==> src/common/lcdmdc_params.svh <==
// constants for the segment lcd multiplex drive control block
`ifndef LCDMDC_PARAMS_SVH
`define LCDMDC_PARAMS_SVH

// system clock
`define LCDMDC_CLK_KHZ 125000
`define LCDMDC_CLK_MHZ 125

// power-on settle time before the host may talk to the block
`define LCDMDC_POR_WAIT_US 1000

// internal oscillator nominal frequency
`define LCDMDC_OSC_KHZ 200

// frame divisors of the drive clock
`define LCDMDC_FRAME_DIV_NORMAL 12'd2880
`define LCDMDC_FRAME_DIV_SAVE 12'd480

// register byte offsets
`define LCDMDC_REG_MODE 8'h00
`define LCDMDC_REG_BLINK 8'h04
`define LCDMDC_REG_BANK 8'h08
`define LCDMDC_REG_POINTER 8'h0c
`define LCDMDC_REG_DATA 8'h10
`define LCDMDC_REG_STATUS 8'h14

// mode register fields
`define LCDMDC_MODE_DRIVE 1:0
`define LCDMDC_MODE_HALF 2
`define LCDMDC_MODE_EN 3
`define LCDMDC_MODE_SAVE 4

// pointer register fields
`define LCDMDC_PTR_ADDR 5:0
`define LCDMDC_PTR_SUB 10:8

// drive level codes, from the positive supply downward
`define LCDMDC_LVL_VDD 2'h0
`define LCDMDC_LVL_ONE3 2'h1
`define LCDMDC_LVL_TWO3 2'h2
`define LCDMDC_LVL_VLCD 2'h3
`define LCDMDC_LVL_MID 2'h1

`endif

==> src/common/lcdmdc_pkg.sv <==
// types for the segment lcd multiplex drive control block
package lcdmdc_pkg;

    // drive mode, codes follow the mode register field
    typedef enum logic [1:0] {
        LCDMDC_STATIC,
        LCDMDC_MUX2,
        LCDMDC_MUX3,
        LCDMDC_MUX4
    } lcdmdc_mode_t;

endpackage

==> src/hdl/lcdmdc_top.sv <==
// segment lcd multiplex drive control: configuration, timebase and drive levels
`timescale 1ns/1ps
`include "lcdmdc_params.svh"

module lcdmdc_top
    import lcdmdc_pkg::*;
#(
    parameter int NUM_SEG = 40,
    parameter int POR_CYCLES = `LCDMDC_POR_WAIT_US * `LCDMDC_CLK_MHZ,
    parameter int OSC_HALF = `LCDMDC_CLK_KHZ / (2 * `LCDMDC_OSC_KHZ)
) (
    input wire logic clock_in,
    input wire logic reset_in,
    input wire logic ce_in,
    input wire logic [7:0] addr_in,
    input wire logic [31:0] wr_data_in,
    input wire logic wr_in,
    input wire logic rd_in,
    output logic [31:0] rd_data_out,
    input wire logic osc_sel_in,
    input wire logic clk_pin_in,
    output logic clk_pin_out,
    output logic clk_pin_oe_n_out,
    output logic bias_bypass_out,
    output logic [7:0] backplane_outputs_out,
    output logic [2*NUM_SEG-1:0] segment_outputs_out
);

    localparam int PW = 6;
    localparam int PORW = $clog2(POR_CYCLES + 1);
    localparam int OSCW = $clog2(OSC_HALF + 1);

    // elaboration check of parameters
    if (NUM_SEG < 1 || NUM_SEG > 63 || POR_CYCLES < 1 || OSC_HALF < 1) begin : g_bad_param
        $error("lcdmdc_top: parameter out of range");
    end

    // number of active backplanes for a drive mode
    function automatic logic [2:0] act_bp(input lcdmdc_mode_t m);
        act_bp = 3'({1'b0, m} + 3'h1);
    endfunction

    // clock ticks in one half of a slot
    function automatic logic [11:0] half_slot(input lcdmdc_mode_t m, input logic save);
        logic [11:0] div;
        div = save ? `LCDMDC_FRAME_DIV_SAVE : `LCDMDC_FRAME_DIV_NORMAL;
        half_slot = div / {8'h00, act_bp(m), 1'b0};
    endfunction

    // ram row carried by backplane k
    function automatic logic [1:0] bp_row(input int k, input lcdmdc_mode_t m);
        logic [1:0] kk;
        kk = 2'(k);
        unique case (m)
            LCDMDC_STATIC: bp_row = 2'h0;
            LCDMDC_MUX2: bp_row = {1'b0, kk[0]};
            LCDMDC_MUX3: bp_row = (kk == 2'h3) ? 2'h1 : kk;
            LCDMDC_MUX4: bp_row = kk;
        endcase
    endfunction

    // true when any output in a vector shows a given level
    function automatic logic has_level(input logic [2*NUM_SEG+7:0] v, input logic [1:0] lvl);
        has_level = 1'b0;
        for (int i = 0; i < NUM_SEG + 4; i++) begin
            if (v[2*i +: 2] == lvl) begin
                has_level = 1'b1;
            end
        end
    endfunction

    lcdmdc_mode_t mode_q;
    logic half_q, en_q, save_q;
    logic [1:0] blink_q;
    logic bank_in_q, bank_out_q;
    logic [PW-1:0] ptr_q;
    logic [2:0] sub_q;
    logic [3:0] mem_q [NUM_SEG];
    logic [PORW-1:0] por_cnt_q;
    logic por_done_q;
    logic [OSCW-1:0] osc_cnt_q;
    logic osc_q, osc_prev_q, ext_prev_q;
    logic tick;
    logic [11:0] ph_cnt_q;
    logic phase_q;
    logic [1:0] slot_q;
    logic mode_wr, data_wr, frame_end;
    logic [1:0] row_off;

    assign mode_wr = wr_in && addr_in == `LCDMDC_REG_MODE;
    assign data_wr = wr_in && addr_in == `LCDMDC_REG_DATA;
    assign row_off = (bank_out_q && mode_q <= LCDMDC_MUX2) ? 2'h2 : 2'h0;

    // mode-set register, power-on default four backplanes with third bias
    always_ff @(posedge clock_in or posedge reset_in) begin
        if (reset_in) begin
            mode_q <= LCDMDC_MUX4;
            half_q <= 1'b0;
            en_q <= 1'b0;
            save_q <= 1'b0;
        end else if (ce_in && mode_wr) begin
            mode_q <= lcdmdc_mode_t'(wr_data_in[`LCDMDC_MODE_DRIVE]);
            half_q <= wr_data_in[`LCDMDC_MODE_HALF];
            en_q <= wr_data_in[`LCDMDC_MODE_EN];
            save_q <= wr_data_in[`LCDMDC_MODE_SAVE];
        end
    end

    // blink and bank selectors, cleared at power-on
    always_ff @(posedge clock_in or posedge reset_in) begin
        if (reset_in) begin
            blink_q <= 2'h0;
            bank_in_q <= 1'b0;
            bank_out_q <= 1'b0;
        end else if (ce_in && wr_in) begin
            if (addr_in == `LCDMDC_REG_BLINK) begin
                blink_q <= wr_data_in[1:0];
            end
            if (addr_in == `LCDMDC_REG_BANK) begin
                bank_in_q <= wr_data_in[0];
                bank_out_q <= wr_data_in[1];
            end
        end
    end

    // data pointer and subaddress counter, auto-incremented by data writes
    always_ff @(posedge clock_in or posedge reset_in) begin
        if (reset_in) begin
            ptr_q <= '0;
            sub_q <= 3'h0;
        end else if (ce_in && wr_in && addr_in == `LCDMDC_REG_POINTER) begin
            ptr_q <= wr_data_in[`LCDMDC_PTR_ADDR];
            sub_q <= wr_data_in[`LCDMDC_PTR_SUB];
        end else if (ce_in && data_wr) begin
            if (ptr_q == PW'(NUM_SEG - 1)) begin
                ptr_q <= '0;
                sub_q <= 3'(sub_q + 3'h1);
            end else begin
                ptr_q <= PW'(ptr_q + 1'b1);
            end
        end
    end

    // display memory, one nibble per segment column
    always_ff @(posedge clock_in) begin
        if (ce_in && data_wr && ptr_q < PW'(NUM_SEG)) begin
            mem_q[ptr_q] <= wr_data_in[3:0];
        end
    end

    // power-on settle counter, seen by software as a ready flag
    always_ff @(posedge clock_in or posedge reset_in) begin
        if (reset_in) begin
            por_cnt_q <= '0;
            por_done_q <= 1'b0;
        end else if (ce_in && !por_done_q) begin
            por_cnt_q <= PORW'(por_cnt_q + 1'b1);
            por_done_q <= (por_cnt_q == PORW'(POR_CYCLES - 1));
        end
    end

    // register read port, answer one cycle after the strobe
    always_ff @(posedge clock_in or posedge reset_in) begin
        if (reset_in) begin
            rd_data_out <= '0;
        end else if (ce_in && rd_in) begin
            unique case (addr_in)
                `LCDMDC_REG_MODE: rd_data_out <= {27'h0, save_q, en_q, half_q, mode_q};
                `LCDMDC_REG_BLINK: rd_data_out <= {30'h0, blink_q};
                `LCDMDC_REG_BANK: rd_data_out <= {30'h0, bank_out_q, bank_in_q};
                `LCDMDC_REG_POINTER: rd_data_out <= {21'h0, sub_q, 2'h0, ptr_q};
                `LCDMDC_REG_STATUS: rd_data_out <= {27'h0, osc_sel_in, phase_q, slot_q, por_done_q};
                default: rd_data_out <= '0;
            endcase
        end
    end

    // internal oscillator divider and clock pin direction
    always_ff @(posedge clock_in or posedge reset_in) begin
        if (reset_in) begin
            osc_cnt_q <= '0;
            osc_q <= 1'b0;
            clk_pin_out <= 1'b0;
            clk_pin_oe_n_out <= 1'b1;
        end else if (ce_in) begin
            clk_pin_oe_n_out <= osc_sel_in;
            if (osc_cnt_q == OSCW'(OSC_HALF - 1)) begin
                osc_cnt_q <= '0;
                osc_q <= !osc_q;
            end else begin
                osc_cnt_q <= OSCW'(osc_cnt_q + 1'b1);
            end
            clk_pin_out <= osc_q;
        end
    end

    // edge history of both clock sources
    always_ff @(posedge clock_in or posedge reset_in) begin
        if (reset_in) begin
            osc_prev_q <= 1'b0;
            ext_prev_q <= 1'b0;
        end else if (ce_in) begin
            osc_prev_q <= osc_q;
            ext_prev_q <= clk_pin_in;
        end
    end

    // one drive-clock tick from the selected source
    assign tick = osc_sel_in ? (clk_pin_in && !ext_prev_q) : (osc_q && !osc_prev_q);
    assign frame_end = tick && phase_q && ph_cnt_q == 12'(half_slot(mode_q, save_q) - 12'h1)
        && slot_q == 2'(act_bp(mode_q) - 3'h1);

    // frame divider: each slot is two inverted halves, one slot per active backplane
    always_ff @(posedge clock_in or posedge reset_in) begin
        if (reset_in) begin
            ph_cnt_q <= 12'h0;
            phase_q <= 1'b0;
            slot_q <= 2'h0;
        end else if (ce_in && mode_wr) begin
            ph_cnt_q <= 12'h0;
            phase_q <= 1'b0;
            slot_q <= 2'h0;
        end else if (ce_in && tick) begin
            if (ph_cnt_q == 12'(half_slot(mode_q, save_q) - 12'h1)) begin
                ph_cnt_q <= 12'h0;
                phase_q <= !phase_q;
                if (phase_q) begin
                    slot_q <= frame_end ? 2'h0 : 2'(slot_q + 2'h1);
                end
            end else begin
                ph_cnt_q <= 12'(ph_cnt_q + 12'h1);
            end
        end
    end

    // middle divider resistor bypass for half bias
    always_ff @(posedge clock_in or posedge reset_in) begin
        if (reset_in) begin
            bias_bypass_out <= 1'b0;
        end else if (ce_in) begin
            bias_bypass_out <= half_q && mode_q != LCDMDC_STATIC;
        end
    end

    // backplane drive levels
    always_ff @(posedge clock_in or posedge reset_in) begin
        if (reset_in) begin
            backplane_outputs_out <= '0;
        end else if (ce_in) begin
            for (int k = 0; k < 4; k++) begin
                if (!en_q) begin
                    backplane_outputs_out[2*k +: 2] <= `LCDMDC_LVL_VDD;
                end else if (bp_row(k, mode_q) == slot_q) begin
                    backplane_outputs_out[2*k +: 2] <= phase_q ? `LCDMDC_LVL_VLCD
                        : `LCDMDC_LVL_VDD;
                end else if (half_q) begin
                    backplane_outputs_out[2*k +: 2] <= `LCDMDC_LVL_MID;
                end else begin
                    backplane_outputs_out[2*k +: 2] <= phase_q ? `LCDMDC_LVL_ONE3
                        : `LCDMDC_LVL_TWO3;
                end
            end
        end
    end

    // segment drive levels from the row of the current slot
    always_ff @(posedge clock_in or posedge reset_in) begin
        if (reset_in) begin
            segment_outputs_out <= '0;
        end else if (ce_in) begin
            for (int s = 0; s < NUM_SEG; s++) begin
                if (!en_q) begin
                    segment_outputs_out[2*s +: 2] <= `LCDMDC_LVL_VDD;
                end else if (mem_q[s][2'(slot_q + row_off)]) begin
                    segment_outputs_out[2*s +: 2] <= phase_q ? `LCDMDC_LVL_VDD
                        : `LCDMDC_LVL_VLCD;
                end else if (mode_q == LCDMDC_STATIC) begin
                    segment_outputs_out[2*s +: 2] <= phase_q ? `LCDMDC_LVL_VLCD
                        : `LCDMDC_LVL_VDD;
                end else if (half_q) begin
                    segment_outputs_out[2*s +: 2] <= `LCDMDC_LVL_MID;
                end else begin
                    segment_outputs_out[2*s +: 2] <= phase_q ? `LCDMDC_LVL_TWO3
                        : `LCDMDC_LVL_ONE3;
                end
            end
        end
    end

    logic [12:0] frame_ticks_q;
    logic [11:0] frame_div;
    assign frame_div = save_q ? `LCDMDC_FRAME_DIV_SAVE : `LCDMDC_FRAME_DIV_NORMAL;

    // ticks counted since the frame began, for the divisor check
    always_ff @(posedge clock_in or posedge reset_in) begin
        if (reset_in) begin
            frame_ticks_q <= 13'h0;
        end else if (ce_in && (mode_wr || frame_end)) begin
            frame_ticks_q <= 13'h0;
        end else if (ce_in && tick) begin
            frame_ticks_q <= 13'(frame_ticks_q + 13'h1);
        end
    end
endmodule // lcdmdc_top

==> config.mk <==
export PLATFORM = sky130hd
export DESIGN_NAME = lcdmdc_top
export DESIGN_NICKNAME = d
export VERILOG_FILES = /design/src/common/lcdmdc_pkg.sv /design/src/hdl/lcdmdc_top.sv
export VERILOG_INCLUDE_DIRS = /design/src /design/src/common
export SDC_FILE = /design/constraint.sdc
export NUM_CORES = 1
export LEC_CHECK = 0
export ABC_AREA = 1
export BUFFER_PORTS_ARGS = -buffer_cell sky130_fd_sc_hd__buf_2
export CAP_MARGIN = 25
export CORE_ASPECT_RATIO = 1.25
export CORE_UTILIZATION = 35
export CTS_BUF_LIST = sky130_fd_sc_hd__clkbuf_4 sky130_fd_sc_hd__clkbuf_8
export CTS_CLUSTER_SIZE = 40
export DETAILED_ROUTE_END_ITERATION = 16
export PLACE_DENSITY = 0.49
export SLEW_MARGIN = 20
export SYNTH_ARGS = -nofsm -noshare
export SYNTH_HDL_FRONTEND = slang
export SYNTH_SLANG_ARGS = --single-unit
export TNS_END_PERCENT = 1
==> constraint.sdc <==
create_clock -name clock_in -period 19.46 [get_ports clock_in]
set_clock_uncertainty 0.1 [all_clocks]
set_input_delay 2.919 -clock clock_in [delete_from_list [all_inputs] [get_ports clock_in]]
set_output_delay 2.919 -clock clock_in [all_outputs]
set_load 0.03 [all_outputs]
==> summary.txt <==
Pwr
  • Clk pwr share: between 20% and 30%
  • Power per standard cell area: between 100 and 150 nW/um^2
  • IR drop worst, VDD: around 0.075 mV
  • Sw power: about 0.86 mW
  • Leak pwr: 8.163 nW
  • Int Power: approximately 1.3 mW
  • Power Total: about 2.2 mW
  • Sw Ratio: between 30 and 40%
  • Sequential share of power: between 30% and 40%
  • Comb power frac: 36.7%

Global routing
  • Pin count of the biggest net entering global routing: 96
  • First-pass GRT wire length: 68.02 mm
  • Vias in the first global route: between 10000 and 15000
  • GRT Util Overall: a little under a fifth
  • Initial antenna violation count: 1
  • GRT overflow: 0

Critical path
  • R2R setup slack: approximately 5.9 ns
  • R2R cell count: 91
  • Worst EP arrival: about 14 ns
  • R2R Path End: ph_cnt_q[9]$_DFFE_PP0P_
  • Buf/Inv on CP: 17
  • CP most frequent cell: nand2_1
  • CP endpoint kind: register
  • Worst-path fanout max: 22
  • Top delay family on crit path: simple AND/OR/NAND/NOR gates
  • CP required: 19.80 ns
  • Worst Setup Start Kind: register
  • RR Startpoint: mode_q[0]$_DFFE_PP1P_
  • CP max-delay cell: dfstp_2
  • CP Class: register to register
  • Crit-path max cell delay: slightly above 0.7 ns

Clock network
  • Skew-Pair Late Insertion Delay: between 0.6 and 0.7 ns
  • Setup Buffers After CTS: 0
  • CTS tree: done
  • H-Tree Depth: 2
  • # hold bufs at CTS: 0
  • Clock transition at path regs: around 0.050 ns
  • Root Buffer: clkbuf_8
  • TritonCTS buffer count: between 50 and 60
  • Clk buf depth: 3
  • Post-cts resize count: 0
  • CTS Sinks: ~320

Route
  • Drt total wl: roughly 43 mm
  • Number of vias per cell: around 5
  • Iter 0 DRT Violations: between 500 and 600
  • DR WL/cell: 16.83 microns
  • Drc violations: 0
  • Routed Antenna Nets: 0
  • DR vias: ~13000
  • Drt pass-1 iters: 4

Floorplanning
  • Chip Width: 195.8 microns
  • Core area: roughly 46000 sq um
  • IO Pins: 170
  • Row count: between 80 and 90
  • Initial core utilization: around 36%
  • Die ar.: 47830 sq um
  • Die height: roughly 240 microns

Hold path
  • Worst hold path class: register to register
  • Hold_sp: clk_pin_oe_n_out$_DFFE_PP1P_
  • Hold Path End: clk_pin_oe_n_out$_DFFE_PP1P_
  • WHS Path Cells: 2

Yosys
  • Seq/Total Area, Yosys: approximately 54%
  • Ranking of synthesized cells by area: edfxtp_1 29%, dfrtp_1 24%, nand2_1 9.1%, nor2_1 4.8%, o21ai_0 4.8%
  • Yosys reg bits: approximately 320
  • Post-Syn Instances: 1787
  • Synth Flop Type: edfxtp_1
  • Synth Cell Area: 16430 sq um
  • Syn. warnings: 0
  • Yosys top cell by area: edfxtp_1
  • Commonest cells post-synth: 399 x nand2_1, 211 x nor2_1, 160 x edfxtp_1
  • Post-synth EDFFs: 160
  • Most common cell in the netlist: nand2_1
  • Post-synth top area share: a little under 30%
  • Unique masters post-synth: 52
  • Ys async rst share: between 50 and 60%
  • Syn avg cell area: between 9 and 10 sq um

Final layout
  • Area grow syn2layout: 13.68%
  • Final #Nets: about 2000
  • Sequential Area: a little under 9000 sq um
  • Filler cells: ~4700
  • Multi-input logic area: between 6000 and 7000 sq um
  • Finished Core Util: ~40%
  • Share of post-route cells with drive strength above 1: between 15 and 20%

Timing
  • Final setup violation count: 0
  • Fin. Hold Viols: 0
  • Post-layout min period: approximately 14 ns
  • Unrepaired setup endpoints after global routing: false
  • Setup TNS: 0 ns
  • Measured slew at the worst slew-check pin: 0.9525 ns
  • Hold slack: about 0.37 ns
  • Relative slew slack: between 30% and 40%
  • Final period util: approximately 70%
  • Fin. max-slew vios: 0
  • F_max: between 0.07 and 0.08 GHz

Outcome
  • Status: completed

Flow run
  • Max Cap Viol: 0

Placement
  • PortBufs: 123
  • Routability cong.: approximately 0.81
  • HPWL Detailed: between 20 and 30 mm
-- worst min-delay path, cell delays in order, from the launching register on --
cell and delay, ns:
dfstp_2 0.36, nand2_1 0.05, nand2_1 0.05
-- metal layers --
layer	vias to the layer above	wire [microns]	GRT usage, %
met2	203	21290	32.53
met5	-	0	0
met1	6105	19490	22.67
met3	55	1380	2.717
met4	0	666	4.435
li1	6196	-	-
-- metrics by stage --
stage	worst slack (ns)	std cells	cell area [sq um]
after detailed placement	5.780	2443	17560
after floorplan	7.969	1809	16520
final	5.869	2544	18680
after global placement	5.937	2443	17560
after CTS	5.725	2542	18660
after global routing	4.273	2544	18680
-- flip-flops by register name, indices dropped and copies added, names as in the netlist, 2 cells and up --
register and cells:
ph_cnt_q 12, rd_data_out 9, osc_cnt_q 9, backplane_outputs_out 8, sub_q 3, por_cnt_q 17
slot_q 2, segment_outputs_out 80, blink_q 2, mem_q 160, ptr_q 6, mode_q 2
-- cell families (layout without fill, tap and decap cells) --
family | after synthesis | after routing | share of synthesized area, %
compound gates | 258 | 258 | 8.977
xor+xnor | 56 | 56 | 2.985
fa+ha+maj | 31 | 31 | 2.360
buf+inv | 236 | 385 | 6.030
flops | 322 | 322 | 53.93
mux | 42 | 42 | 2.558
other cells | 1 | 24 | 0.02282
simple gates | 841 | 841 | 23.14
-- cells in the final DEF, fill, tap and decap left out, types with 9 or more instances in the layout --
| cell | Yosys | final |
|---|---|---|
| clkbuf_4 | 0 | 29 |
| inv_1 | 136 | 134 |
| nor3_1 | 22 | 22 |
| xnor2_1 | 14 | 14 |
| a21oi_1 | 19 | 18 |
| mux2i_1 | 42 | 42 |
| o211ai_1 | 44 | 44 |
| o21ai_1 | 10 | 9 |
| ha_1 | 31 | 31 |
| nand2_4 | 10 | 10 |
| nor2_1 | 211 | 211 |
| nand4_1 | 30 | 30 |
| clkinv_1 | 7 | 11 |
| dfrtp_1 | 159 | 158 |
| inv_2 | 10 | 12 |
| nand3_2 | 12 | 12 |
| buf_2 | 3 | 123 |
| clkbuf_8 | 0 | 56 |
| or2_2 | 40 | 40 |
| nand2_1 | 399 | 399 |
| xor2_1 | 42 | 41 |
| nand3_1 | 73 | 73 |
| conb_1 | 1 | 23 |
| edfxtp_1 | 160 | 160 |
| buf_4 | 23 | 9 |
| nand2_2 | 20 | 20 |
| o21ai_0 | 157 | 157 |
-- area by class of cell --
type | instances | area share (%)
inverters | 153 | 3.101
clock buffers | 85 | 5.291
multi-input cells | 1251 | 35.89
diodes | 1 | 0.01339
repair buffers | 133 | 3.764
clock inverters | 14 | 0.5693
flip-flops and latches | 322 | 47.46
well taps | 585 | 3.918
-- power by group through the flow --
stage / combinational (mW) / clock, mW / sequential, mW
after floorplan: 0.655 / 0 / 0.792
after global placement: 0.803 / 0 / 0.789
after detailed placement: 0.809 / 0 / 0.789
after CTS: 0.812 / 0.634 / 0.776
after global routing: 0.917 / 0.663 / 0.780
final: 0.805 / 0.614 / 0.776
-- how the worst max path moves through the flow --
stage	startpoint	endpoint	slack, ns	depth (start not counted)
after floorplan	mode_q[0]$_DFFE_PP1P_	phase_q$_DFFE_PP0P_	7.97	99
after global placement	mode_q[0]$_DFFE_PP1P_	ph_cnt_q[9]$_DFFE_PP0P_	5.94	89
after detailed placement	mode_q[0]$_DFFE_PP1P_	ph_cnt_q[9]$_DFFE_PP0P_	5.78	91
after CTS	mode_q[0]$_DFFE_PP1P_	ph_cnt_q[9]$_DFFE_PP0P_	5.73	91
after global routing	mode_q[0]$_DFFE_PP1P_	ph_cnt_q[9]$_DFFE_PP0P_	4.27	91
final	mode_q[0]$_DFFE_PP1P_	ph_cnt_q[9]$_DFFE_PP0P_	5.87	91
(Power assumes the default switching activity.)
